### src/sw_pwr_pkg.sv
package sw_pwr_pkg;

  // ==========================================================
  // timing
  localparam int CLK_HZ = 50_000_000;
  localparam int CLK_NS = 20;
  localparam int PULSE_NS = 120;
  localparam int PULSE_CYC = (PULSE_NS + CLK_NS - 1) / CLK_NS;
  localparam int SECOND_S = 1;
  localparam int SECOND_CYC_DEF = SECOND_S * CLK_HZ;
  localparam int SLEEP_UNIT_US = 1000;
  localparam int SLEEP_UNIT_CYC_DEF = SLEEP_UNIT_US * (CLK_HZ / 1_000_000);
  localparam int CNT_W = 26;
  localparam int NUM_PORTS = 5;

  // ==========================================================
  // register map (word index, byte address is four times it)
  localparam logic [7:0] IDX_MODE = 8'h0E;
  localparam logic [7:0] IDX_SLEEP = 8'h0F;
  localparam logic [7:0] IDX_PORT_CTL13 = 8'h1D;
  localparam int PORT_STRIDE = 16;
  localparam logic [7:0] IDX_PHY_PD = 8'h60;
  localparam logic [7:0] IDX_STATUS = 8'h61;
  localparam int MODE_LSB = 3;
  localparam int MODE_MSB = 4;
  localparam int PORT_PD_BIT = 3;
  localparam logic [7:0] MODE_RST = 8'h00;
  localparam logic [7:0] SLEEP_RST = 8'h50;
  localparam logic [2:0] PULSE_LOAD = 3'(PULSE_CYC);

  typedef enum logic [1:0] {
    MODE_NORMAL = 2'b00,
    MODE_ENERGY = 2'b01,
    MODE_SOFT_DOWN = 2'b10,
    MODE_SAVING = 2'b11
  } pwr_mode_e;

  typedef enum logic [1:0] {
    ST_RUN = 2'b00,
    ST_LOW = 2'b01,
    ST_SOFT = 2'b10,
    ST_OFF = 2'b11
  } pwr_state_e;

  // ==========================================================
  // carriers
  typedef struct packed {
    logic cyc;
    logic stb;
    logic we;
    logic [9:0] adr;
    logic [3:0] sel;
    logic [31:0] dat;
  } wb_req_s;

  typedef struct packed {
    logic ack;
    logic [31:0] dat;
  } wb_rsp_s;

  typedef struct packed {
    pwr_state_e st;
    logic [7:0] mode_reg;
    logic [7:0] sleep_reg;
    logic [NUM_PORTS-1:0][7:0] port_ctl;
    logic [NUM_PORTS-1:0] phy_pd;
    logic [2:0] pin_sync;
    logic pin_level;
    logic [2:0][NUM_PORTS-1:0] nrg_sync;
    logic [NUM_PORTS-1:0] energy;
    logic ack;
    logic [31:0] rdata;
    logic [CNT_W-1:0] unit_cnt;
    logic [8:0] sleep_cnt;
    logic [CNT_W-1:0] sec_cnt;
    logic [2:0] pulse_cnt;
    logic int_reset;
  } state_s;

  localparam state_s STATE_RST = '{st: ST_RUN, mode_reg: MODE_RST, sleep_reg: SLEEP_RST,
                                   pin_sync: 3'b111, pin_level: 1'b1, default: '0};

  function automatic logic [7:0] port_idx(input int p);
    port_idx = IDX_PORT_CTL13 + 8'(PORT_STRIDE * p);
  endfunction

endpackage

### src/sw_power_ctrl.sv
// Local design decision: the Wishbone interface to the registers.
`timescale 1ns/1ps

// Overview of operation
// - pin low powers the whole chip down; release issues an internal reset.
// - mode field 00 normal, 01 energy detect, 10 soft down, 11 saving.
// - mode field returns to normal after power-up or any hardware reset.
// - normal mode runs clocks, all PHYs, MACs and the host interface.
// - from normal mode the host may select any other mode.
// - energy detect sleeps after no cable energy longer than the timeout.
// - low power state keeps only the receive energy detector alive.
// - cable energy in low power state returns to normal power state.
// - unplugged in low power state, emit a 120 ns pulse every second.
// - soft power-down stops clocks, PHYs and MACs.
// - any host access wakes soft power-down and resets all registers.
// - power saving needs autonegotiation on, cable off and mode 11.
// - power saving keeps clocks, MAC, registers and host access.
// - power saving keeps PHY transmit, drops unused receiver until activity.
// - from power saving the host may select any other mode.
// - port control bit 3 powers down that port's PHY alone.
// - management PHY power-down bit also powers down that port's PHY.
module sw_power_ctrl #(
  parameter int SECOND_CYC = sw_pwr_pkg::SECOND_CYC_DEF,
  parameter int SLEEP_UNIT_CYC = sw_pwr_pkg::SLEEP_UNIT_CYC_DEF
) (
  input wire logic i_clk,
  input wire logic i_rst,
  input sw_pwr_pkg::wb_req_s i_wb,
  output sw_pwr_pkg::wb_rsp_s o_wb,
  input wire logic i_chip_sleep_pin_n,
  input wire logic [sw_pwr_pkg::NUM_PORTS-1:0] i_cable_energy,
  input wire logic [sw_pwr_pkg::NUM_PORTS-1:0] i_an_enable,
  output logic o_chip_power_en,
  output logic o_int_reset,
  output logic o_pll_en,
  output logic o_mac_en,
  output logic o_host_en,
  output logic o_energy_det_en,
  output logic o_link_pulse,
  output logic [sw_pwr_pkg::NUM_PORTS-1:0] o_phy_tx_en,
  output logic [sw_pwr_pkg::NUM_PORTS-1:0] o_phy_rx_en
);
  import sw_pwr_pkg::*;

  localparam logic [CNT_W-1:0] SEC_LAST = CNT_W'(SECOND_CYC - 1);
  localparam logic [CNT_W-1:0] UNIT_LAST = CNT_W'(SLEEP_UNIT_CYC - 1);

  state_s s;
  state_s next_s;
  pwr_mode_e mode_f;
  logic [7:0] wdata;
  logic [7:0] idx;
  logic req;
  logic commit;
  logic pin_hold;
  logic [NUM_PORTS-1:0] port_off;

  // ==========================================================
  // register defaults, shared by pin power-down and soft wake (hardware reset loads STATE_RST)
  function automatic state_s regs_default(input state_s x);
    state_s y;
    y = x;
    y.mode_reg = MODE_RST;
    y.sleep_reg = SLEEP_RST;
    y.port_ctl = '0;
    y.phy_pd = '0;
    y.unit_cnt = '0;
    y.sleep_cnt = '0;
    y.sec_cnt = '0;
    return y;
  endfunction

  assign mode_f = pwr_mode_e'(s.mode_reg[MODE_MSB:MODE_LSB]);
  assign wdata = i_wb.dat[7:0];
  assign idx = i_wb.adr[9:2];
  assign req = i_wb.cyc && i_wb.stb;
  // write lands on the edge at which the master sees ack
  assign commit = req && s.ack && i_wb.we && i_wb.sel[0] && s.st == ST_RUN;
  assign pin_hold = s.pin_level && s.pin_sync[2];

  // ==========================================================
  // next state
  always_comb begin
    next_s = s;
    next_s.pin_sync = {s.pin_sync[1:0], i_chip_sleep_pin_n};
    next_s.nrg_sync = {s.nrg_sync[1:0], i_cable_energy};
    // a change counts once the second and third stages agree
    if (s.pin_sync[1] == s.pin_sync[2]) begin
      next_s.pin_level = s.pin_sync[2];
    end
    for (int p = 0; p < NUM_PORTS; p++) begin
      if (s.nrg_sync[1][p] == s.nrg_sync[2][p]) begin
        next_s.energy[p] = s.nrg_sync[2][p];
      end
    end
    next_s.int_reset = 1'b0;
    next_s.ack = req && !s.ack;
    next_s.rdata = '0;

    // register reads, only while the host interface is up
    if (req && !s.ack && !i_wb.we && s.st == ST_RUN) begin
      if (idx == IDX_MODE) begin
        next_s.rdata = {24'h0, s.mode_reg};
      end else if (idx == IDX_SLEEP) begin
        next_s.rdata = {24'h0, s.sleep_reg};
      end else if (idx == IDX_PHY_PD) begin
        next_s.rdata = {27'h0, s.phy_pd};
      end else if (idx == IDX_STATUS) begin
        next_s.rdata = {16'h0, 3'h0, s.energy, 4'h0, s.st, mode_f};
      end
      for (int p = 0; p < NUM_PORTS; p++) begin
        if (idx == port_idx(p)) begin
          next_s.rdata = {24'h0, s.port_ctl[p]};
        end
      end
    end

    // register writes; a new soft power-down mode steers the state on the same edge
    if (commit) begin
      if (idx == IDX_MODE) begin
        next_s.mode_reg = i_wb.dat[7:0];
      end else if (idx == IDX_SLEEP) begin
        next_s.sleep_reg = i_wb.dat[7:0];
      end else if (idx == IDX_PHY_PD) begin
        next_s.phy_pd = i_wb.dat[NUM_PORTS-1:0];
      end
      for (int p = 0; p < NUM_PORTS; p++) begin
        if (idx == port_idx(p)) begin
          next_s.port_ctl[p] = i_wb.dat[7:0];
        end
      end
    end

    // go-sleep timer: counts only while every cable is quiet
    if (s.st == ST_RUN && mode_f == MODE_ENERGY && !(|s.energy)) begin
      if (s.unit_cnt == UNIT_LAST) begin
        next_s.unit_cnt = '0;
        if (s.sleep_cnt != 9'h1FF) begin
          next_s.sleep_cnt = s.sleep_cnt + 9'h001;
        end
      end else begin
        next_s.unit_cnt = s.unit_cnt + CNT_W'(1);
      end
    end else begin
      next_s.unit_cnt = '0;
      next_s.sleep_cnt = '0;
    end

    // once-a-second link pulse; a started pulse always runs its full width
    if (s.pulse_cnt != 3'h0) begin
      next_s.pulse_cnt = s.pulse_cnt - 3'h1;
    end
    if (s.st == ST_LOW) begin
      if (s.sec_cnt == SEC_LAST) begin
        next_s.sec_cnt = '0;
        next_s.pulse_cnt = PULSE_LOAD;
      end else begin
        next_s.sec_cnt = s.sec_cnt + CNT_W'(1);
      end
    end else begin
      next_s.sec_cnt = '0;
    end

    case (s.st)
      ST_RUN: begin
        if (next_s.mode_reg[MODE_MSB:MODE_LSB] == MODE_SOFT_DOWN) begin
          next_s.st = ST_SOFT;
        end else if (mode_f == MODE_ENERGY && s.sleep_cnt > {1'b0, s.sleep_reg}) begin
          next_s.st = ST_LOW;
        end
      end
      ST_LOW: begin
        if (|s.energy) begin
          next_s.st = ST_RUN;
        end
      end
      ST_SOFT: begin
        // the waking access is acked but its write is dropped
        if (req && s.ack) begin
          next_s = regs_default(next_s);
          next_s.st = ST_RUN;
        end
      end
      ST_OFF: begin
        next_s = regs_default(next_s);
        if (s.pin_level) begin
          next_s.st = ST_RUN;
          next_s.int_reset = 1'b1;
        end
      end
      default: begin
        next_s.st = ST_RUN;
      end
    endcase

    // the pin overrides every mode
    if (!next_s.pin_level) begin
      next_s.st = ST_OFF;
    end
  end

  always_ff @(posedge i_clk or posedge i_rst) begin
    if (i_rst) begin
      s <= STATE_RST;
    end else begin
      s <= next_s;
    end
  end

  // ==========================================================
  // power gating outputs
  always_comb begin
    for (int p = 0; p < NUM_PORTS; p++) begin
      port_off[p] = s.port_ctl[p][PORT_PD_BIT] || s.phy_pd[p];
    end
  end

  assign o_chip_power_en = s.pin_level && s.st != ST_OFF;
  assign o_int_reset = s.int_reset;
  assign o_pll_en = s.st == ST_RUN;
  assign o_mac_en = s.st == ST_RUN;
  assign o_host_en = s.st == ST_RUN;
  assign o_energy_det_en = s.st == ST_RUN || s.st == ST_LOW;
  assign o_link_pulse = s.pulse_cnt != 3'h0;
  assign o_phy_tx_en = (s.st == ST_RUN) ? ~port_off : '0;
  // saving drops a receiver only while its cable is quiet, so activity restores it
  assign o_phy_rx_en = o_phy_tx_en &
                       ~((mode_f == MODE_SAVING) ? (i_an_enable & ~s.energy) : '0);
  assign o_wb = {s.ack, s.rdata};
endmodule

### config.mk
export PLATFORM = sky130hd
export DESIGN_NAME = sw_power_ctrl
export DESIGN_NICKNAME = d
export VERILOG_FILES = /design/src/sw_pwr_pkg.sv /design/src/sw_power_ctrl.sv
export SDC_FILE = /design/constraint.sdc
export NUM_CORES = 1
export LEC_CHECK = 0
export ABC_AREA = 1
export BUFFER_PORTS_ARGS = -buffer_cell sky130_fd_sc_hd__clkbuf_2
export CAP_MARGIN = 20
export CELL_PAD_IN_SITES_DETAIL_PLACEMENT = 0
export CELL_PAD_IN_SITES_GLOBAL_PLACEMENT = 1
export CORE_MARGIN = 2
export CORE_UTILIZATION = 37
export CTS_BUF_LIST = sky130_fd_sc_hd__clkbuf_4 sky130_fd_sc_hd__clkbuf_8 sky130_fd_sc_hd__clkbuf_16
export DETAILED_ROUTE_END_ITERATION = 12
export GPL_TIMING_DRIVEN = 0
export PLACE_DENSITY_LB_ADDON = 0.2
export SLEW_MARGIN = 10
export SYNTH_ARGS = -nofsm -noshare
export SYNTH_HDL_FRONTEND = slang
export SYNTH_SLANG_ARGS = --single-unit
### constraint.sdc
create_clock -name i_clk -period 7.7 [get_ports i_clk]
set_input_delay 1.54 -clock i_clk [delete_from_list [all_inputs] [get_ports i_clk]]
set_output_delay 1.54 -clock i_clk [all_outputs]
set_load 0.1 [all_outputs]
# Word level (Yosys, flattened, before mapping)
# Index checks and enable logic that the tools add are counted.
[totals]
ff_bits = 185
inputBits = 62
[classes]
magnitude_cmp = 1
reduce_logical = 25
eq_ne = 29
addsub = 4
n_mux = 48
n_bitwise = 5
[ops]
columns = ["operator", "count"]
rows = [
  ["183-bit one-hot mux with 2 select lines", 1],
  ["32-bit two-way mux", 6],
  ["185-bit two-way mux", 1],
  ["26-bit two-way mux", 3],
  ["8-bit two-way mux", 8],
  ["61-bit two-way mux", 1],
  ["26-bit by 1-bit adder with 26-bit output, second input constant", 2],
  ["13-bit two-way mux", 4],
  ["35-bit two-way mux", 1],
  ["8-bit by 7-bit == test with 1-bit output, second input constant", 4],
  ["26-bit by 16-bit == test with 1-bit output, second input constant", 1],
  ["26-bit == test, second input constant", 1],
  ["5-bit two-way mux", 5],
  ["9-bit two-way mux", 2],
  ["8-bit by 4-bit == test with 1-bit output, second input constant", 2],
  ["8-bit by 6-bit == test with 1-bit output, second input constant", 2],
  ["5-bit inverter", 3],
  ["1-bit logical AND", 12],
  ["5-bit bitwise AND", 2],
  ["2-bit two-way mux", 5],
  ["9-bit by 1-bit adder with 9-bit output, second input constant", 1],
  ["9-bit by 8-bit greater-than comparator with 1-bit output", 1],
  ["3-bit two-way mux", 3],
  ["3-bit inequality test, second input constant", 3],
  ["other kinds (16)", 38],
]

# Logic depth before layout (Yosys ltp)
[logic_depth]
ltp_word = 15
depth_mapped = 13
mapped_depth_nobuf = 13

# Worst setup path before layout
# Ideal clock, no wire load.
[synth_timing]
path_type = "register to output"
startpoint = "register s[184] (netlist bit)"
endpoint = "output o_phy_rx_en[0] (netlist bit)"
path_stages_with_launch = 6
arrival_time_ns = 5.504
required_time_ns = 6.160
setup_slack_ns = 0.656
cell_sequence = "dfrtp_1 inv_2 nand2_2 buf_6 nor3_1 a21boi_0"
[synth_via]
elab_chain_cells = 3
[synth_rtl]
columns = ["element", "line", "source"]
rows = [
  ["start: declaration", "sw_power_ctrl.sv:48", "state_s s;"],
  ["start signal: assignment", "sw_power_ctrl.sv:206", "s <= next_s;"],
  ["2-bit logical NOT", "sw_power_ctrl.sv:225", "assign o_phy_tx_en = (s.st == ST_RUN) ? ~port_off : '0;"],
  ["5-bit two-way mux", "sw_power_ctrl.sv:225", ""],
  ["via o_phy_tx_en (one bit)", "sw_power_ctrl.sv:40", "output logic [sw_pwr_pkg::NUM_PORTS-1:0] o_phy_tx_en,"],
  ["5-bit bitwise AND", "sw_power_ctrl.sv:227", "assign o_phy_rx_en = o_phy_tx_en &"],
  ["end: declaration", "sw_power_ctrl.sv:41", "output logic [sw_pwr_pkg::NUM_PORTS-1:0] o_phy_rx_en"],
]
# The timed path passes the listed nets, and every way through them passes these cells.

# Final worst setup path
[layout_timing]
startpoint = "register s[184] (netlist bit)"
endpoint = "output o_phy_rx_en[3] (netlist bit)"
[layout_via]
elab_chain_cells = 3
[layout_rtl]
columns = ["element", "line"]
rows = [
  ["2-bit logical NOT", "sw_power_ctrl.sv:225"],
  ["5-bit two-way mux", "sw_power_ctrl.sv:225"],
  ["5-bit bitwise AND", "sw_power_ctrl.sv:227"],
]
# No other way between the ends.

==> out/qor.txt <==
Sw Ratio: 36.7%
number of global-route vias before repair: 6749
number of diodes: 0
core area: 22600 sq um
dpl cells: 1379
Buffers on Ports: 63
hold bufs inserted after CTS: 0
Ys Warns: 0
vias per inst: 4.99
PwrDens: 223 nW/um^2
library cells used by synthesis: 43
RSZ-0062 raised after global routing: no
final WL: 22200 microns
first-pass GRT wire length: 35800 microns
min Tclk post-route: 3.92 ns
Clock power frac: 38.4%
Mean Syn Cell Area: 8.42 sq um
final period utilization: 50.9%
fill count: 2260
XOR/XNOR share of the synthesized area: 1.75%
Num CTS Buffers: 17
Post-Synth Adder-Cell Area: 2.50%
dpl hpwl: 16500 microns
leading cell type in the layout, fill and taps excluded: dfrtp_1
worst hold-check path type: register to register
Reg clk slew, reported paths: 0.07 ns
Mapped Area: 8510 sq um
largest fanout on the critical path: 10
FMAX: 0.255 GHz
fin cells: 1411
commonest non-fill, non-tap cells in the layout: dfrtp_1, nand2_1, nor2_1, inv_1, a21oi_1
startpoint types: register
compound-gate portion of the synthesized area: 12.1%
H-tree level count: 4
layout cells sized above 1: 17.9%
Place WS: 3.90 ns
initial antenna violation count: 0
sequential area share after synthesis: 48.9%
Sequential Power Share: 40.9%
io pins: 112
clk_skew: 0.0143 ns
largest family of logic cells by synthesized area: simple AND/OR/NAND/NOR gates
vias: 7043
DRC errors left: 0
total global routing overflow: 0
Die Ht: 156 microns
Simple-Gate Fraction of Synth Area: 25.1%
final total negative setup slack: 0 ns
max-cap violation count: 0
clock sink total: 166
final instance area: 9890 sq um
RePlAce Congestion: 0.806
WP data required: 6.16 ns
leading register cell type out of synthesis: dfrtp_1
post-CTS setup repair buffer count: 0
CP endpoint kind: output pin
post-CTS sizing: 0
Area after DPL: 9300 sq um
Worst VDD drop: 0.147 mV
crit path DAT: 2.38 ns
Slew Limit Fails: 0
largest net degree at the start of global routing: 89
GR Util All Layers: 19.0%
fin worst setup slack: 3.78 ns
CTS root buffer: clkbuf_16
Cell Rows: 55
Syn-to-layout area delta: 16.1%
number of flops mapped to enable cells by yosys: 0
P_sw: 811 uW
CTS tree: built
final net count: 1188
Antenna Nets Post-Route: 0
Setup-failing EPs final: 0
Cells after Synth: 1011
final hold violation count: 0
TritonRoute pass-1 iters: 7
FF+latch count, synth: 166
Die W: 156 microns
initial DRC count: 377
initial core utilization: 37.6%
relative slew slack: 46.3%
status: complete, no violations
clk_lat worst skew: 0.44 ns
ys async rst share: 100%
Pint: 1.40 mW
die area: 24200 sq um
Max Buffers Root-to-Sink: 2
Final Core Density: 43.7%
mux share of post-synthesis cell area: 0%
WL/cell: 15.8 microns
leakage: 4.55 nW
Worst-Margin Slew: 0.800 ns
WS Path Type: register to output pin
Logic pwr share: 20.7%
==> power by group through the flow <==
stage	Combinational, mW	Clock (mW)	Sequential, mW
2_1_floorplan	0.352	0	0.924
3_3_place_gp	0.461	0	0.920
3_5_place_dp	0.462	0	0.920
4_1_cts	0.463	0.871	0.903
5_1_grt	0.486	0.910	0.905
6_report	0.457	0.848	0.903
==> per-stage QoR <==
step | total power [mW] | hold WS [ns]
after global placement | 1.38 | 0.336
after floorplan | 1.28 | 0.331
after detailed placement | 1.38 | 0.336
after CTS | 2.24 | 0.354
after global routing | 2.30 | 0.359
final | 2.21 | 0.353
==> layout make-up <==
type,count,area (sq um),share of cell area (%)
inverter,118,450,4.56
sequential,166,4160,42.1
tap,285,357,3.61
clock inverter,15,160,1.62
buffer,53,372,3.76
timing repair buffer,65,350,3.54
multi-input combinational,692,3610,36.5
clock buffer,17,425,4.30
==> routing by layer <==
layer / vias up / routed length [microns] / GRT usage (%)
li1: 3519 / - / -
met4: 0 / 313 / 5.55
met2: 147 / 10700 / 31.8
met1: 3356 / 10500 / 25.5
met5: - / 0 / 0
met3: 21 / 765 / 3.14
==> final timing paths <==
path | endpoint | slack, ns | depth (start not counted) | start
worst max-delay path | o_phy_rx_en[3] | 3.78 | 7 | s[184]$_DFFE_PP0P_
worst min-delay path | s[111]$_DFF_PP0_ | 0.35 | 0 | s[106]$_DFF_PP0_
worst max register to register | o_wb[12]$_DFF_PP0_ | 5.45 | 7 | s[184]$_DFFE_PP0P_
worst min register to register | s[111]$_DFF_PP0_ | 0.35 | 0 | s[106]$_DFF_PP0_
max in group asynchronous | s[118]$_DFF_PP1_ | 5.68 | 3 | i_rst
min in group asynchronous | s[114]$_DFF_PP0_ | 1.18 | 2 | i_rst
==> worst max-delay path, stage by stage (launching register included) <==
cell,delay (ns)
dfrtp_1,0.45
inv_2,0.13
nand2_2,0.09
buf_6,0.15
nor3_1,0.41
inv_1,0.08
a31oi_1,0.15
clkbuf_2,0.48
==> cell usage after synthesis, types with 9 or more instances <==
cell | number | share of area, %
dfrtp_1 | 160 | 47
nand2_1 | 141 | 6.2
nor2_1 | 128 | 5.6
inv_1 | 110 | 4.8
a21oi_1 | 83 | 4.9
o21ai_0 | 77 | 4.5
nand3_1 | 52 | 3.1
buf_4 | 41 | 3.6
nor3_1 | 38 | 2.2
nand4_1 | 32 | 2.4
ha_1 | 13 | 1.9
nor2_4 | 12 | 1.6
xor2_1 | 12 | 1.2
nor2_2 | 9 | 0.66
==> sequential cells by signal, indices dropped and copies added, names as in the netlist <==
name / cells
mode_f: 2
s: 149
o_int_reset: 1
o_wb: 14
==> logic make-up (layout without fill, tap and decap cells) <==
family | after synthesis | count (layout)
xor gates and xnor gates | 17 | 17
adders and majority gates | 18 | 18
buffers and inverters | 171 | 268
and+or+nand+nor | 446 | 446
DFF | 166 | 166
AOI/OAI and AO/OA | 192 | 192
other | 1 | 19
(Power assumes the default switching activity.)
